<file path="src/rtl/imp_pkg.sv">
// package: register map, field positions and source numbering
package imp_pkg;

  // register addresses and page selection
  localparam logic [7:0] ADDR_ENABLE_MAIN   = 8'ha8;
  localparam logic [7:0] ADDR_PRIO_MAIN     = 8'hb8;
  localparam logic [7:0] ADDR_ENABLE_EXT1   = 8'he6;
  localparam logic [7:0] PAGE_PRIO_MAIN     = 8'h00;

  // bit addresses: register base plus bit number
  localparam logic [7:0] BIT_BASE_MASK      = 8'hf8;
  localparam logic [2:0] BIT_NUM_MASK       = 3'h7;

  // reset values and fixed read patterns
  localparam logic [7:0] RST_ENABLE_MAIN    = 8'h00;
  localparam logic [6:0] RST_PRIO_MAIN      = 7'h00;
  localparam logic [7:0] RST_ENABLE_EXT1    = 8'h00;
  localparam logic [7:0] PRIO_FIXED_ONES    = 8'h80;
  localparam logic [7:0] UNMAPPED_READ      = 8'h00;

  // enable main field positions
  localparam int unsigned GLOBAL_IRQ_GATE_BIT        = 7;
  localparam int unsigned SERIAL_PORT_ZERO_BIT       = 6;
  localparam int unsigned TIMER_TWO_BIT              = 5;
  localparam int unsigned UART_ZERO_BIT              = 4;
  localparam int unsigned TIMER_ONE_BIT              = 3;
  localparam int unsigned EXT_INPUT_ONE_BIT          = 2;
  localparam int unsigned TIMER_ZERO_BIT             = 1;
  localparam int unsigned EXT_INPUT_ZERO_BIT         = 0;

  // enable extended one field positions
  localparam int unsigned TIMER_THREE_BIT            = 7;
  localparam int unsigned COMPARATOR_ONE_BIT         = 6;
  localparam int unsigned COMPARATOR_ZERO_BIT        = 5;
  localparam int unsigned COUNTER_ARRAY_BIT          = 4;
  localparam int unsigned CONVERSION_DONE_BIT        = 3;
  localparam int unsigned WINDOW_COMPARE_BIT         = 2;
  localparam int unsigned CLOCK_ALARM_BIT            = 1;
  localparam int unsigned TWO_WIRE_BIT               = 0;

  // source numbers, also the fixed arbitration order (0 wins)
  localparam int unsigned NUM_SOURCES                = 15;
  localparam int unsigned SOURCE_ID_W                = 4;
  localparam int unsigned MAIN_SOURCES               = 7;
  localparam int unsigned EXT_SOURCES                = 8;

endpackage : imp_pkg

</file>
<file path="src/rtl/imp_prio_pick.sv">
// two-level priority pick with fixed order inside each level
`timescale 1ns/1ps
module imp_prio_pick #(
  parameter int unsigned N    = 15,
  parameter int unsigned ID_W = 4
) (
  // requests and their levels
  input  wire logic [N-1:0]    requests,
  input  wire logic [N-1:0]    high_level,
  // winner
  output logic                 valid,
  output logic [ID_W-1:0]      source_id,
  output logic                 is_high
);

  // lowest set index wins; used for both levels
  function automatic logic [ID_W-1:0] first_set(input logic [N-1:0] v);
    logic [ID_W-1:0] idx;
    idx = '0;
    for (int i = N - 1; i >= 0; i--) begin
      if (v[i]) begin
        idx = ID_W'(i);
      end
    end
    return idx;
  endfunction : first_set

  logic [N-1:0] high_req;

  assign high_req = requests & high_level;

  always_comb begin
    valid     = |requests;
    is_high   = |high_req;
    if (is_high) begin
      source_id = first_set(high_req);
    end else begin
      source_id = first_set(requests);
    end
  end

endmodule : imp_prio_pick

</file>
<file path="src/rtl/imp_regs_top.sv">
// interrupt enable and priority registers with request gating
//
// Contract
// - global gate clear blocks every source
// - enable bit 6 gates serial port zero
// - enable bit 5 gates timer two flags
// - enable bit 4 gates the first uart
// - enable bit 3 gates timer one overflow
// - enable bit 2 gates external input one
// - enable bit 1 gates timer zero overflow
// - enable bit 0 gates external input zero
// - priority bit 7 reads one, ignores writes
// - priority bits 6..4 set level
// - priority bits 3..0 set level
// - extended bit 7 gates timer three flags
// - extended bit 6 gates comparator one edges
// - extended bit 5 gates comparator zero edges
// - extended bit 4 gates counter array
// - extended bit 3 gates conversion done
// - extended bit 2 gates window compare
// - extended bit 1 gates clock alarm
// - extended bit 0 gates two-wire bus
// - enable main at 0xa8, all pages, bits
// - priority at 0xb8, page zero, bits
// - extended enable at 0xe6, byte only
// - high level first, fixed order ties
// - requests sampled and decoded every cycle
`timescale 1ns/1ps
module imp_regs_top #(
  parameter int unsigned NUM_SRC = imp_pkg::NUM_SOURCES,
  parameter int unsigned ID_W    = imp_pkg::SOURCE_ID_W
) (
  // clock and reset
  input  wire logic                MCLK,
  input  wire logic                SYS_RST,
  // special-function byte access
  input  wire logic [7:0]          SFR_PAGE,
  input  wire logic [7:0]          SFR_ADDR,
  input  wire logic                SFR_WR_EN,
  input  wire logic [7:0]          SFR_WDATA,
  input  wire logic                SFR_RD_EN,
  output logic      [7:0]          SFR_RDATA,
  output logic                     SFR_HIT,
  // special-function single-bit access
  input  wire logic [7:0]          SFR_BIT_ADDR,
  input  wire logic                SFR_BIT_WR_EN,
  input  wire logic                SFR_BIT_WDATA,
  input  wire logic                SFR_BIT_RD_EN,
  output logic                     SFR_BIT_RDATA,
  output logic                     SFR_BIT_HIT,
  // main-group pending flags
  input  wire logic                EXT_IRQ_INPUT_ZERO,
  input  wire logic                TIMER_ZERO_OVERFLOW,
  input  wire logic                EXT_IRQ_INPUT_ONE,
  input  wire logic                TIMER_ONE_OVERFLOW,
  input  wire logic                FIRST_UART_FLAG,
  input  wire logic                TIMER_TWO_LOW_OVERFLOW,
  input  wire logic                TIMER_TWO_HIGH_OVERFLOW,
  input  wire logic                SERIAL_PORT_ZERO_FLAG,
  // extended-group pending flags
  input  wire logic                TWO_WIRE_BUS_PORT_FLAG,
  input  wire logic                CLOCK_ALARM_FLAG,
  input  wire logic                WINDOW_COMPARE_FLAG,
  input  wire logic                CONVERSION_DONE_FLAG,
  input  wire logic                COUNTER_ARRAY_FLAG,
  input  wire logic                COMPARATOR_ZERO_RISE_FLAG,
  input  wire logic                COMPARATOR_ZERO_FALL_FLAG,
  input  wire logic                COMPARATOR_ONE_RISE_FLAG,
  input  wire logic                COMPARATOR_ONE_FALL_FLAG,
  input  wire logic                TIMER_THREE_LOW_OVERFLOW,
  input  wire logic                TIMER_THREE_HIGH_OVERFLOW,
  // towards the cpu interrupt sequencer
  output logic      [NUM_SRC-1:0]  IRQ_REQUEST,
  output logic      [NUM_SRC-1:0]  IRQ_HIGH,
  output logic                     IRQ_VALID,
  output logic      [ID_W-1:0]     IRQ_SOURCE,
  output logic                     IRQ_HIGH_LEVEL,
  // register contents for the sequencer
  output logic      [7:0]          ENABLE_MAIN,
  output logic      [7:0]          PRIO_MAIN,
  output logic      [7:0]          ENABLE_EXT1
);

  typedef struct packed {
    logic [7:0]          enable_main;
    logic [6:0]          prio_main;
    logic [7:0]          enable_ext1;
    logic [7:0]          rdata;
    logic                hit;
    logic                bit_rdata;
    logic                bit_hit;
    logic [NUM_SRC-1:0]  request;
    logic [NUM_SRC-1:0]  high;
    logic                valid;
    logic [ID_W-1:0]     source;
    logic                high_level;
  } imp_state_type;

  imp_state_type state_q;
  imp_state_type state_d;

  // register select codes shared by byte and bit decoders
  localparam logic [1:0] SEL_NONE = 2'd0;
  localparam logic [1:0] SEL_EN   = 2'd1;
  localparam logic [1:0] SEL_PRIO = 2'd2;
  localparam logic [1:0] SEL_EXT1 = 2'd3;

  // byte decode; the priority register lives on one page only
  function automatic logic [1:0] byte_sel(input logic [7:0] addr,
                                          input logic [7:0] page);
    logic [1:0] sel;
    sel = SEL_NONE;
    if (addr == imp_pkg::ADDR_ENABLE_MAIN) begin
      sel = SEL_EN;
    end
    if (addr == imp_pkg::ADDR_PRIO_MAIN &&
        page == imp_pkg::PAGE_PRIO_MAIN) begin
      sel = SEL_PRIO;
    end
    if (addr == imp_pkg::ADDR_ENABLE_EXT1) begin
      sel = SEL_EXT1;
    end
    return sel;
  endfunction : byte_sel

  // bit decode; the extended enable has no bit addresses
  function automatic logic [1:0] bit_sel(input logic [7:0] baddr,
                                         input logic [7:0] page);
    logic [1:0] sel;
    logic [7:0] base;
    sel  = SEL_NONE;
    base = baddr & imp_pkg::BIT_BASE_MASK;
    if (base == imp_pkg::ADDR_ENABLE_MAIN) begin
      sel = SEL_EN;
    end
    if (base == imp_pkg::ADDR_PRIO_MAIN &&
        page == imp_pkg::PAGE_PRIO_MAIN) begin
      sel = SEL_PRIO;
    end
    return sel;
  endfunction : bit_sel

  logic [1:0]          wr_sel;
  logic [1:0]          rd_sel;
  logic [1:0]          bsel;
  logic [2:0]          bnum;
  logic [7:0]          prio_view;
  logic [7:0]          prio_next_view;
  logic [NUM_SRC-1:0]  raw_flags;
  logic [NUM_SRC-1:0]  src_masks;
  logic [NUM_SRC-1:0]  src_high;
  logic [NUM_SRC-1:0]  gated;
  logic                pick_valid;
  logic [ID_W-1:0]     pick_id;
  logic                pick_high;

  assign wr_sel = byte_sel(SFR_ADDR, SFR_PAGE);
  assign rd_sel = wr_sel;
  assign bsel   = bit_sel(SFR_BIT_ADDR, SFR_PAGE);
  assign bnum   = SFR_BIT_ADDR[2:0] & imp_pkg::BIT_NUM_MASK;

  assign prio_view = imp_pkg::PRIO_FIXED_ONES | {1'b0, state_q.prio_main};

  // pending flags in source order; two-flag sources are or-ed here
  always_comb begin
    raw_flags     = '0;
    raw_flags[0]  = EXT_IRQ_INPUT_ZERO;
    raw_flags[1]  = TIMER_ZERO_OVERFLOW;
    raw_flags[2]  = EXT_IRQ_INPUT_ONE;
    raw_flags[3]  = TIMER_ONE_OVERFLOW;
    raw_flags[4]  = FIRST_UART_FLAG;
    raw_flags[5]  = TIMER_TWO_LOW_OVERFLOW | TIMER_TWO_HIGH_OVERFLOW;
    raw_flags[6]  = SERIAL_PORT_ZERO_FLAG;
    raw_flags[7]  = TWO_WIRE_BUS_PORT_FLAG;
    raw_flags[8]  = CLOCK_ALARM_FLAG;
    raw_flags[9]  = WINDOW_COMPARE_FLAG;
    raw_flags[10] = CONVERSION_DONE_FLAG;
    raw_flags[11] = COUNTER_ARRAY_FLAG;
    raw_flags[12] = COMPARATOR_ZERO_RISE_FLAG | COMPARATOR_ZERO_FALL_FLAG;
    raw_flags[13] = COMPARATOR_ONE_RISE_FLAG | COMPARATOR_ONE_FALL_FLAG;
    raw_flags[14] = TIMER_THREE_LOW_OVERFLOW | TIMER_THREE_HIGH_OVERFLOW;
  end

  // per-source masks follow the source order above
  always_comb begin
    src_masks = '0;
    src_masks[0]  = state_q.enable_main[imp_pkg::EXT_INPUT_ZERO_BIT];
    src_masks[1]  = state_q.enable_main[imp_pkg::TIMER_ZERO_BIT];
    src_masks[2]  = state_q.enable_main[imp_pkg::EXT_INPUT_ONE_BIT];
    src_masks[3]  = state_q.enable_main[imp_pkg::TIMER_ONE_BIT];
    src_masks[4]  = state_q.enable_main[imp_pkg::UART_ZERO_BIT];
    src_masks[5]  = state_q.enable_main[imp_pkg::TIMER_TWO_BIT];
    src_masks[6]  = state_q.enable_main[imp_pkg::SERIAL_PORT_ZERO_BIT];
    src_masks[7]  = state_q.enable_ext1[imp_pkg::TWO_WIRE_BIT];
    src_masks[8]  = state_q.enable_ext1[imp_pkg::CLOCK_ALARM_BIT];
    src_masks[9]  = state_q.enable_ext1[imp_pkg::WINDOW_COMPARE_BIT];
    src_masks[10] = state_q.enable_ext1[imp_pkg::CONVERSION_DONE_BIT];
    src_masks[11] = state_q.enable_ext1[imp_pkg::COUNTER_ARRAY_BIT];
    src_masks[12] = state_q.enable_ext1[imp_pkg::COMPARATOR_ZERO_BIT];
    src_masks[13] = state_q.enable_ext1[imp_pkg::COMPARATOR_ONE_BIT];
    src_masks[14] = state_q.enable_ext1[imp_pkg::TIMER_THREE_BIT];
  end

  // extended sources have no priority register here, so they sit low
  always_comb begin
    src_high = '0;
    src_high[imp_pkg::MAIN_SOURCES-1:0] = state_q.prio_main;
  end

  imp_src_gate #(
    .N           (NUM_SRC)
  ) u_gate (
    .flags       (raw_flags),
    .masks       (src_masks),
    .global_gate (state_q.enable_main[imp_pkg::GLOBAL_IRQ_GATE_BIT]),
    .requests    (gated)
  );

  imp_prio_pick #(
    .N          (NUM_SRC),
    .ID_W       (ID_W)
  ) u_pick (
    .requests   (gated),
    .high_level (src_high),
    .valid      (pick_valid),
    .source_id  (pick_id),
    .is_high    (pick_high)
  );

  always_comb begin
    state_d = state_q;
    prio_next_view = '0;

    // byte writes; unmapped addresses are ignored
    if (SFR_WR_EN) begin
      case (wr_sel)
        SEL_EN: begin
          state_d.enable_main = SFR_WDATA;
        end
        SEL_PRIO: begin
          state_d.prio_main = SFR_WDATA[6:0];
        end
        SEL_EXT1: begin
          state_d.enable_ext1 = SFR_WDATA;
        end
        default: begin
          state_d.enable_main = state_d.enable_main;
        end
      endcase
    end

    // bit writes land after a same-cycle byte write
    if (SFR_BIT_WR_EN) begin
      case (bsel)
        SEL_EN: begin
          state_d.enable_main[bnum] = SFR_BIT_WDATA;
        end
        SEL_PRIO: begin
          // bit 7 write has no effect
          prio_next_view = {1'b0, state_d.prio_main};
          prio_next_view[bnum] = SFR_BIT_WDATA;
          state_d.prio_main = prio_next_view[6:0];
        end
        default: begin
          state_d.enable_ext1 = state_d.enable_ext1;
        end
      endcase
    end

    // byte read answer, registered; unmapped reads return zero
    state_d.hit   = 1'b0;
    state_d.rdata = imp_pkg::UNMAPPED_READ;
    if (SFR_RD_EN) begin
      case (rd_sel)
        SEL_EN: begin
          state_d.hit   = 1'b1;
          state_d.rdata = state_q.enable_main;
        end
        SEL_PRIO: begin
          state_d.hit   = 1'b1;
          state_d.rdata = prio_view;
        end
        SEL_EXT1: begin
          state_d.hit   = 1'b1;
          state_d.rdata = state_q.enable_ext1;
        end
        default: begin
          state_d.hit   = 1'b0;
        end
      endcase
    end

    // bit read answer, registered
    state_d.bit_hit   = 1'b0;
    state_d.bit_rdata = 1'b0;
    if (SFR_BIT_RD_EN) begin
      case (bsel)
        SEL_EN: begin
          state_d.bit_hit   = 1'b1;
          state_d.bit_rdata = state_q.enable_main[bnum];
        end
        SEL_PRIO: begin
          state_d.bit_hit   = 1'b1;
          state_d.bit_rdata = prio_view[bnum];
        end
        default: begin
          state_d.bit_hit   = 1'b0;
        end
      endcase
    end

    state_d.request    = gated;
    state_d.high       = src_high;
    state_d.valid      = pick_valid;
    state_d.source     = pick_id;
    state_d.high_level = pick_high;
  end

  always_ff @(posedge MCLK) begin
    if (SYS_RST) begin
      state_q             <= '0;
      state_q.enable_main <= imp_pkg::RST_ENABLE_MAIN;
      state_q.prio_main   <= imp_pkg::RST_PRIO_MAIN;
      state_q.enable_ext1 <= imp_pkg::RST_ENABLE_EXT1;
    end else begin
      state_q <= state_d;
    end
  end

  // every output straight from the state register, except PRIO_MAIN bit 7, a fixed one
  assign SFR_RDATA      = state_q.rdata;
  assign SFR_HIT        = state_q.hit;
  assign SFR_BIT_RDATA  = state_q.bit_rdata;
  assign SFR_BIT_HIT    = state_q.bit_hit;
  assign IRQ_REQUEST    = state_q.request;
  assign IRQ_HIGH       = state_q.high;
  assign IRQ_VALID      = state_q.valid;
  assign IRQ_SOURCE     = state_q.source;
  assign IRQ_HIGH_LEVEL = state_q.high_level;
  assign ENABLE_MAIN    = state_q.enable_main;
  assign PRIO_MAIN      = prio_view;
  assign ENABLE_EXT1    = state_q.enable_ext1;

endmodule : imp_regs_top

</file>
<file path="src/rtl/imp_src_gate.sv">
// per-source mask and global gate for the pending flags
`timescale 1ns/1ps
module imp_src_gate #(
  parameter int unsigned N = 15
) (
  // pending flags and masks
  input  wire logic [N-1:0] flags,
  input  wire logic [N-1:0] masks,
  input  wire logic         global_gate,
  // gated requests
  output logic      [N-1:0] requests
);

  genvar g;
  generate
    for (g = 0; g < N; g++) begin : g_src
      assign requests[g] = global_gate & masks[g] & flags[g];
    end
  endgenerate

endmodule : imp_src_gate

</file>
<file path="config.mk">
export PLATFORM = sky130hd
export DESIGN_NAME = imp_regs_top
export DESIGN_NICKNAME = d
export VERILOG_FILES = /design/src/rtl/imp_pkg.sv /design/src/rtl/imp_prio_pick.sv /design/src/rtl/imp_regs_top.sv /design/src/rtl/imp_src_gate.sv
export SDC_FILE = /design/constraint.sdc
export NUM_CORES = 1
export LEC_CHECK = 0
export ABC_AREA = 1
export BUFFER_PORTS_ARGS = -buffer_cell sky130_fd_sc_hd__buf_2
export CAP_MARGIN = 40
export CORE_MARGIN = 10
export CORE_UTILIZATION = 43
export DETAILED_ROUTE_END_ITERATION = 8
export GPL_ROUTABILITY_DRIVEN = 0
export PLACE_DENSITY_LB_ADDON = 0.25
export RECOVER_POWER = 50
export SYNTH_ARGS = -nofsm -noshare
export SYNTH_HDL_FRONTEND = slang
export SYNTH_SLANG_ARGS = --single-unit
</file>
<file path="constraint.sdc">
create_clock -name MCLK -period 1.5 [get_ports MCLK]
set_clock_uncertainty 0.1 [all_clocks]
set_input_delay 0.3 -clock MCLK [delete_from_list [all_inputs] [get_ports MCLK]]
set_output_delay 0.3 -clock MCLK [all_outputs]
set_load 0.1 [all_outputs]
</file>
==> results.md <==
- Detailed Route WL: 10.83 mm
- Min-delay worst type: input port to register
- # clock sinks: between 60 and 70
- Initial Utilization: 44.61%
- FF-to-FF Start: ENABLE_MAIN[7]$_SDFF_PP0_
- Synthesis Warnings: 0
- Failing checks: negative setup slack
- I/O pin count: between 100 and 150
- Setup slack, reg-to-reg: -0.08 ns
- TNS Setup: -0.1653 ns
- Layout cell share with drive strength beyond 1: 41.03%
- CP Launch Type: register
- WL per Instance: around 16 um
- Clock Path Buffers: 2
- Yosys reg bits: between 60 and 70
- Async set-reset flop share out of synthesis: 0%
- CP arrival: approximately 1.8 ns
- Fill count: 548
- GRT busiest layer: met2
- FF-to-FF End: IRQ_SOURCE[1]$_SDFF_PP0_
- Total CTS buffers: 9
- Critical path's most frequent cell: nand2_1
- Worst Setup EP: IRQ_SOURCE[1]$_SDFF_PP0_
- Vias in the first global route: around 3500
- Most area-consuming cells after synthesis: dfxtp_1, nand2_1, inv_1
- Met3 GRT Util: between 6 and 7%
- Worst skew pair latency: about 0.34 ns
- Most frequent cells in the layout: buf_2, nand2_1, inv_1
- Final setup violation count: 3
- Met1 usage: just over 20%
- Vias: between 3000 and 4000
- Critical Path Source: ENABLE_MAIN[7]$_SDFF_PP0_
- Syn Std Cell Area: 3064 um^2
- Grt ovf: 0
- First-pass GRT wire length: about 17 mm
- Met2 GRT Util: approximately a third
- # H-tree levels: 3
- Vias/cell: slightly below 5
- Largest net degree at the start of global routing: 29
- PortBufs: roughly 120
- Slowest cell on crit path: dfxtp_2
- Residual DRC: 0
- Number of flops mapped to enable cells by yosys: 0
- Worst r2r path cells: 14
- Final Hold Violating Endpoints: 0
- Root Buffer: clkbuf_8
- Post-DRT Antenna Nets: 0
- Main synth FF type: dfxtp_1
- TritonCTS clock tree: done
- Most common cell after layout, fill and taps aside: buf_2
- Die height: between 100 and 150 um
- Period utilization: 105.7%
- Worst IR Drop VDD: 487.9 uV
- Max_cap viols: 0
- Antenna violations before repair: 0
- RSZ-0062 raised after global routing: yes
- Fmax: ~630 MHz
- Final Cell Area: between 4000 and 5000 um^2
- Worst Setup Slack, final: -0.08475 ns
- Setup crit end kind: register
- Syn avg cell area: between 7 and 8 um^2
- CP Class: register to register
- Placed instance area: ~4500 um^2
- Full die area: around 11000 um^2
- Delay of the slowest critical-path stage: between 0.3 and 0.4 ns
- CP required: about 1.7 ns
- Crit path max fanout: 4
- Utilization after layout: 70.55%
- Detail Placement HPWL: ~8.5 mm
- Die X: about 100 um
- Core Box Area: ~6900 um^2
- Hold buffers post-CTS: 0
- Synth area leader: dfxtp_1
- Share of the yosys chip area belonging to registers: slightly above 40%
- CP Cell Sequence: buf_6, buf_12, nand3_4, nand2_2, inv_2, nand2_1, nand2_1, nand2_1, nand2_1, nand2_1, nand2_1, a21oi_2, nor2_1, nor2_1
- P_leak: around 2.3 nW
- Power Dens Cells: 710.6 nW/um^2
- Drt pass-1 iters: 8
- Syn Inst Count: about 440
- Slew Limit Fails: 0
- Worst-path clk slew: 0.07 ns
- Synthesis-to-layout area growth: 58.15%
- Status: complete, but fails checks
- GRT Util Overall: 18.82%
- Synth top area share: slightly above 40%
- Synth unique cells: 35
- Row count: 30
- Tmin final: ~1.6 ns
- Iter 0 DRT Violations: slightly above 200
- Ant diodes: 0
- Nets: about 660
==> sequential cells by signal, summed over array words and instances, names as in the netlist <==
register	count
IRQ_REQUEST	15
ENABLE_EXT1	8
ENABLE_MAIN	8
SFR_RDATA	8
IRQ_HIGH	7
PRIO_MAIN	7
IRQ_SOURCE	4
IRQ_HIGH_LEVEL	1
IRQ_VALID	1
SFR_BIT_HIT	1
SFR_BIT_RDATA	1
SFR_HIT	1
==> metrics by stage <==
step                power (W)  hold WS [ns]  setup slack (ns)  cells
finish               0.003443        0.1133          -0.08475    698
global route         0.003559        0.1366           -0.2615    698
CTS                  0.003467        0.1065          -0.03618    696
detailed placement   0.001993        0.3902           -0.1579    679
global placement     0.001987        0.3871           -0.1088    679
floorplan            0.001879        0.3365          -0.06021    444
==> synth_stat cells, types with 3 or more instances <==
| cell type | number |
|---|---|
| a21oi_1 | 26 |
| a31oi_1 | 8 |
| buf_2 | 3 |
| buf_4 | 18 |
| clkbuf_1 | 4 |
| dfxtp_1 | 62 |
| inv_1 | 62 |
| inv_2 | 4 |
| nand2_1 | 85 |
| nand3_1 | 18 |
| nand3_2 | 4 |
| nor2_1 | 57 |
| nor2_2 | 8 |
| nor2_4 | 3 |
| nor3_1 | 13 |
| o21ai_0 | 29 |
| o221ai_1 | 3 |
| o22ai_1 | 6 |
==> report_power, final <==
part | internal, W | switching, W
clock | 0.000843 | 0.000634
sequential | 0.00162 | 0.00000235
combinational | 0.0000985 | 0.000245
total | 0.00256 | 0.000881
==> how the worst min path moves through the flow <==
stage / cells after the start / slack (ns) / endpoint / start
6_report: 3 / 0.11 / ENABLE_MAIN[7]$_SDFF_PP0_ / SFR_WDATA[7]
5_1_grt: 3 / 0.14 / SFR_BIT_HIT$_SDFF_PP0_ / SFR_BIT_RD_EN
4_1_cts: 3 / 0.11 / ENABLE_MAIN[7]$_SDFF_PP0_ / SFR_WDATA[7]
3_5_place_dp: 2 / 0.39 / ENABLE_EXT1[2]$_SDFFE_PP0P_ / ENABLE_EXT1[2]$_SDFFE_PP0P_
3_3_place_gp: 2 / 0.39 / ENABLE_EXT1[2]$_SDFFE_PP0P_ / ENABLE_EXT1[2]$_SDFFE_PP0P_
2_1_floorplan: 2 / 0.34 / ENABLE_MAIN[1]$_SDFF_PP0_ / SFR_WDATA[1]
==> area by class of cell <==
class | instances | area (um^2) | area share [%]
clock buffer | 14 | 195.2 | 4.028
clock inverter | 2 | 10.01 | 0.2066
inverter | 66 | 250.2 | 5.164
multi-input combinational | 287 | 1516 | 31.29
sequential | 62 | 1299 | 26.80
tap | 96 | 120.1 | 2.479
timing repair buffer | 171 | 1455 | 30.03
==> what timing repair did <==
item	CTS	global route
setup endpoints to repair	6	14
pin swaps	5	7
resized for setup	17	29
buffers inserted	1	2
==> metal layers <==
| layer | vias to the layer above | part of all wire, % | wire length (um) |
|---|---|---|---|
| met5 | - | 0 | 0 |
| met4 | 0 | 3.5 | 383 |
| met3 | 34 | 10 | 1079 |
| met2 | 173 | 49 | 5341 |
| met1 | 1528 | 37 | 4021 |
| li1 | 1700 | - | - |
==> cell families after synthesis <==
logic type	after synthesis	synth area share (%)
and+or+nand+nor	198	29.56
AOI/OAI and AO/OA	80	14.95
DFF	62	40.51
other	2	0.2451
buffers and inverters	95	14.74
==> critical path, delay by kind of cell (launching register included) <==
kind,cells,cell delay (ns)
AOI/OAI and AO/OA,1,0.11
buffers and inverters,3,0.29
DFF,1,0.35
and+or+nand+nor,10,0.66
Note: power is estimated with default switching activity, not from simulation.
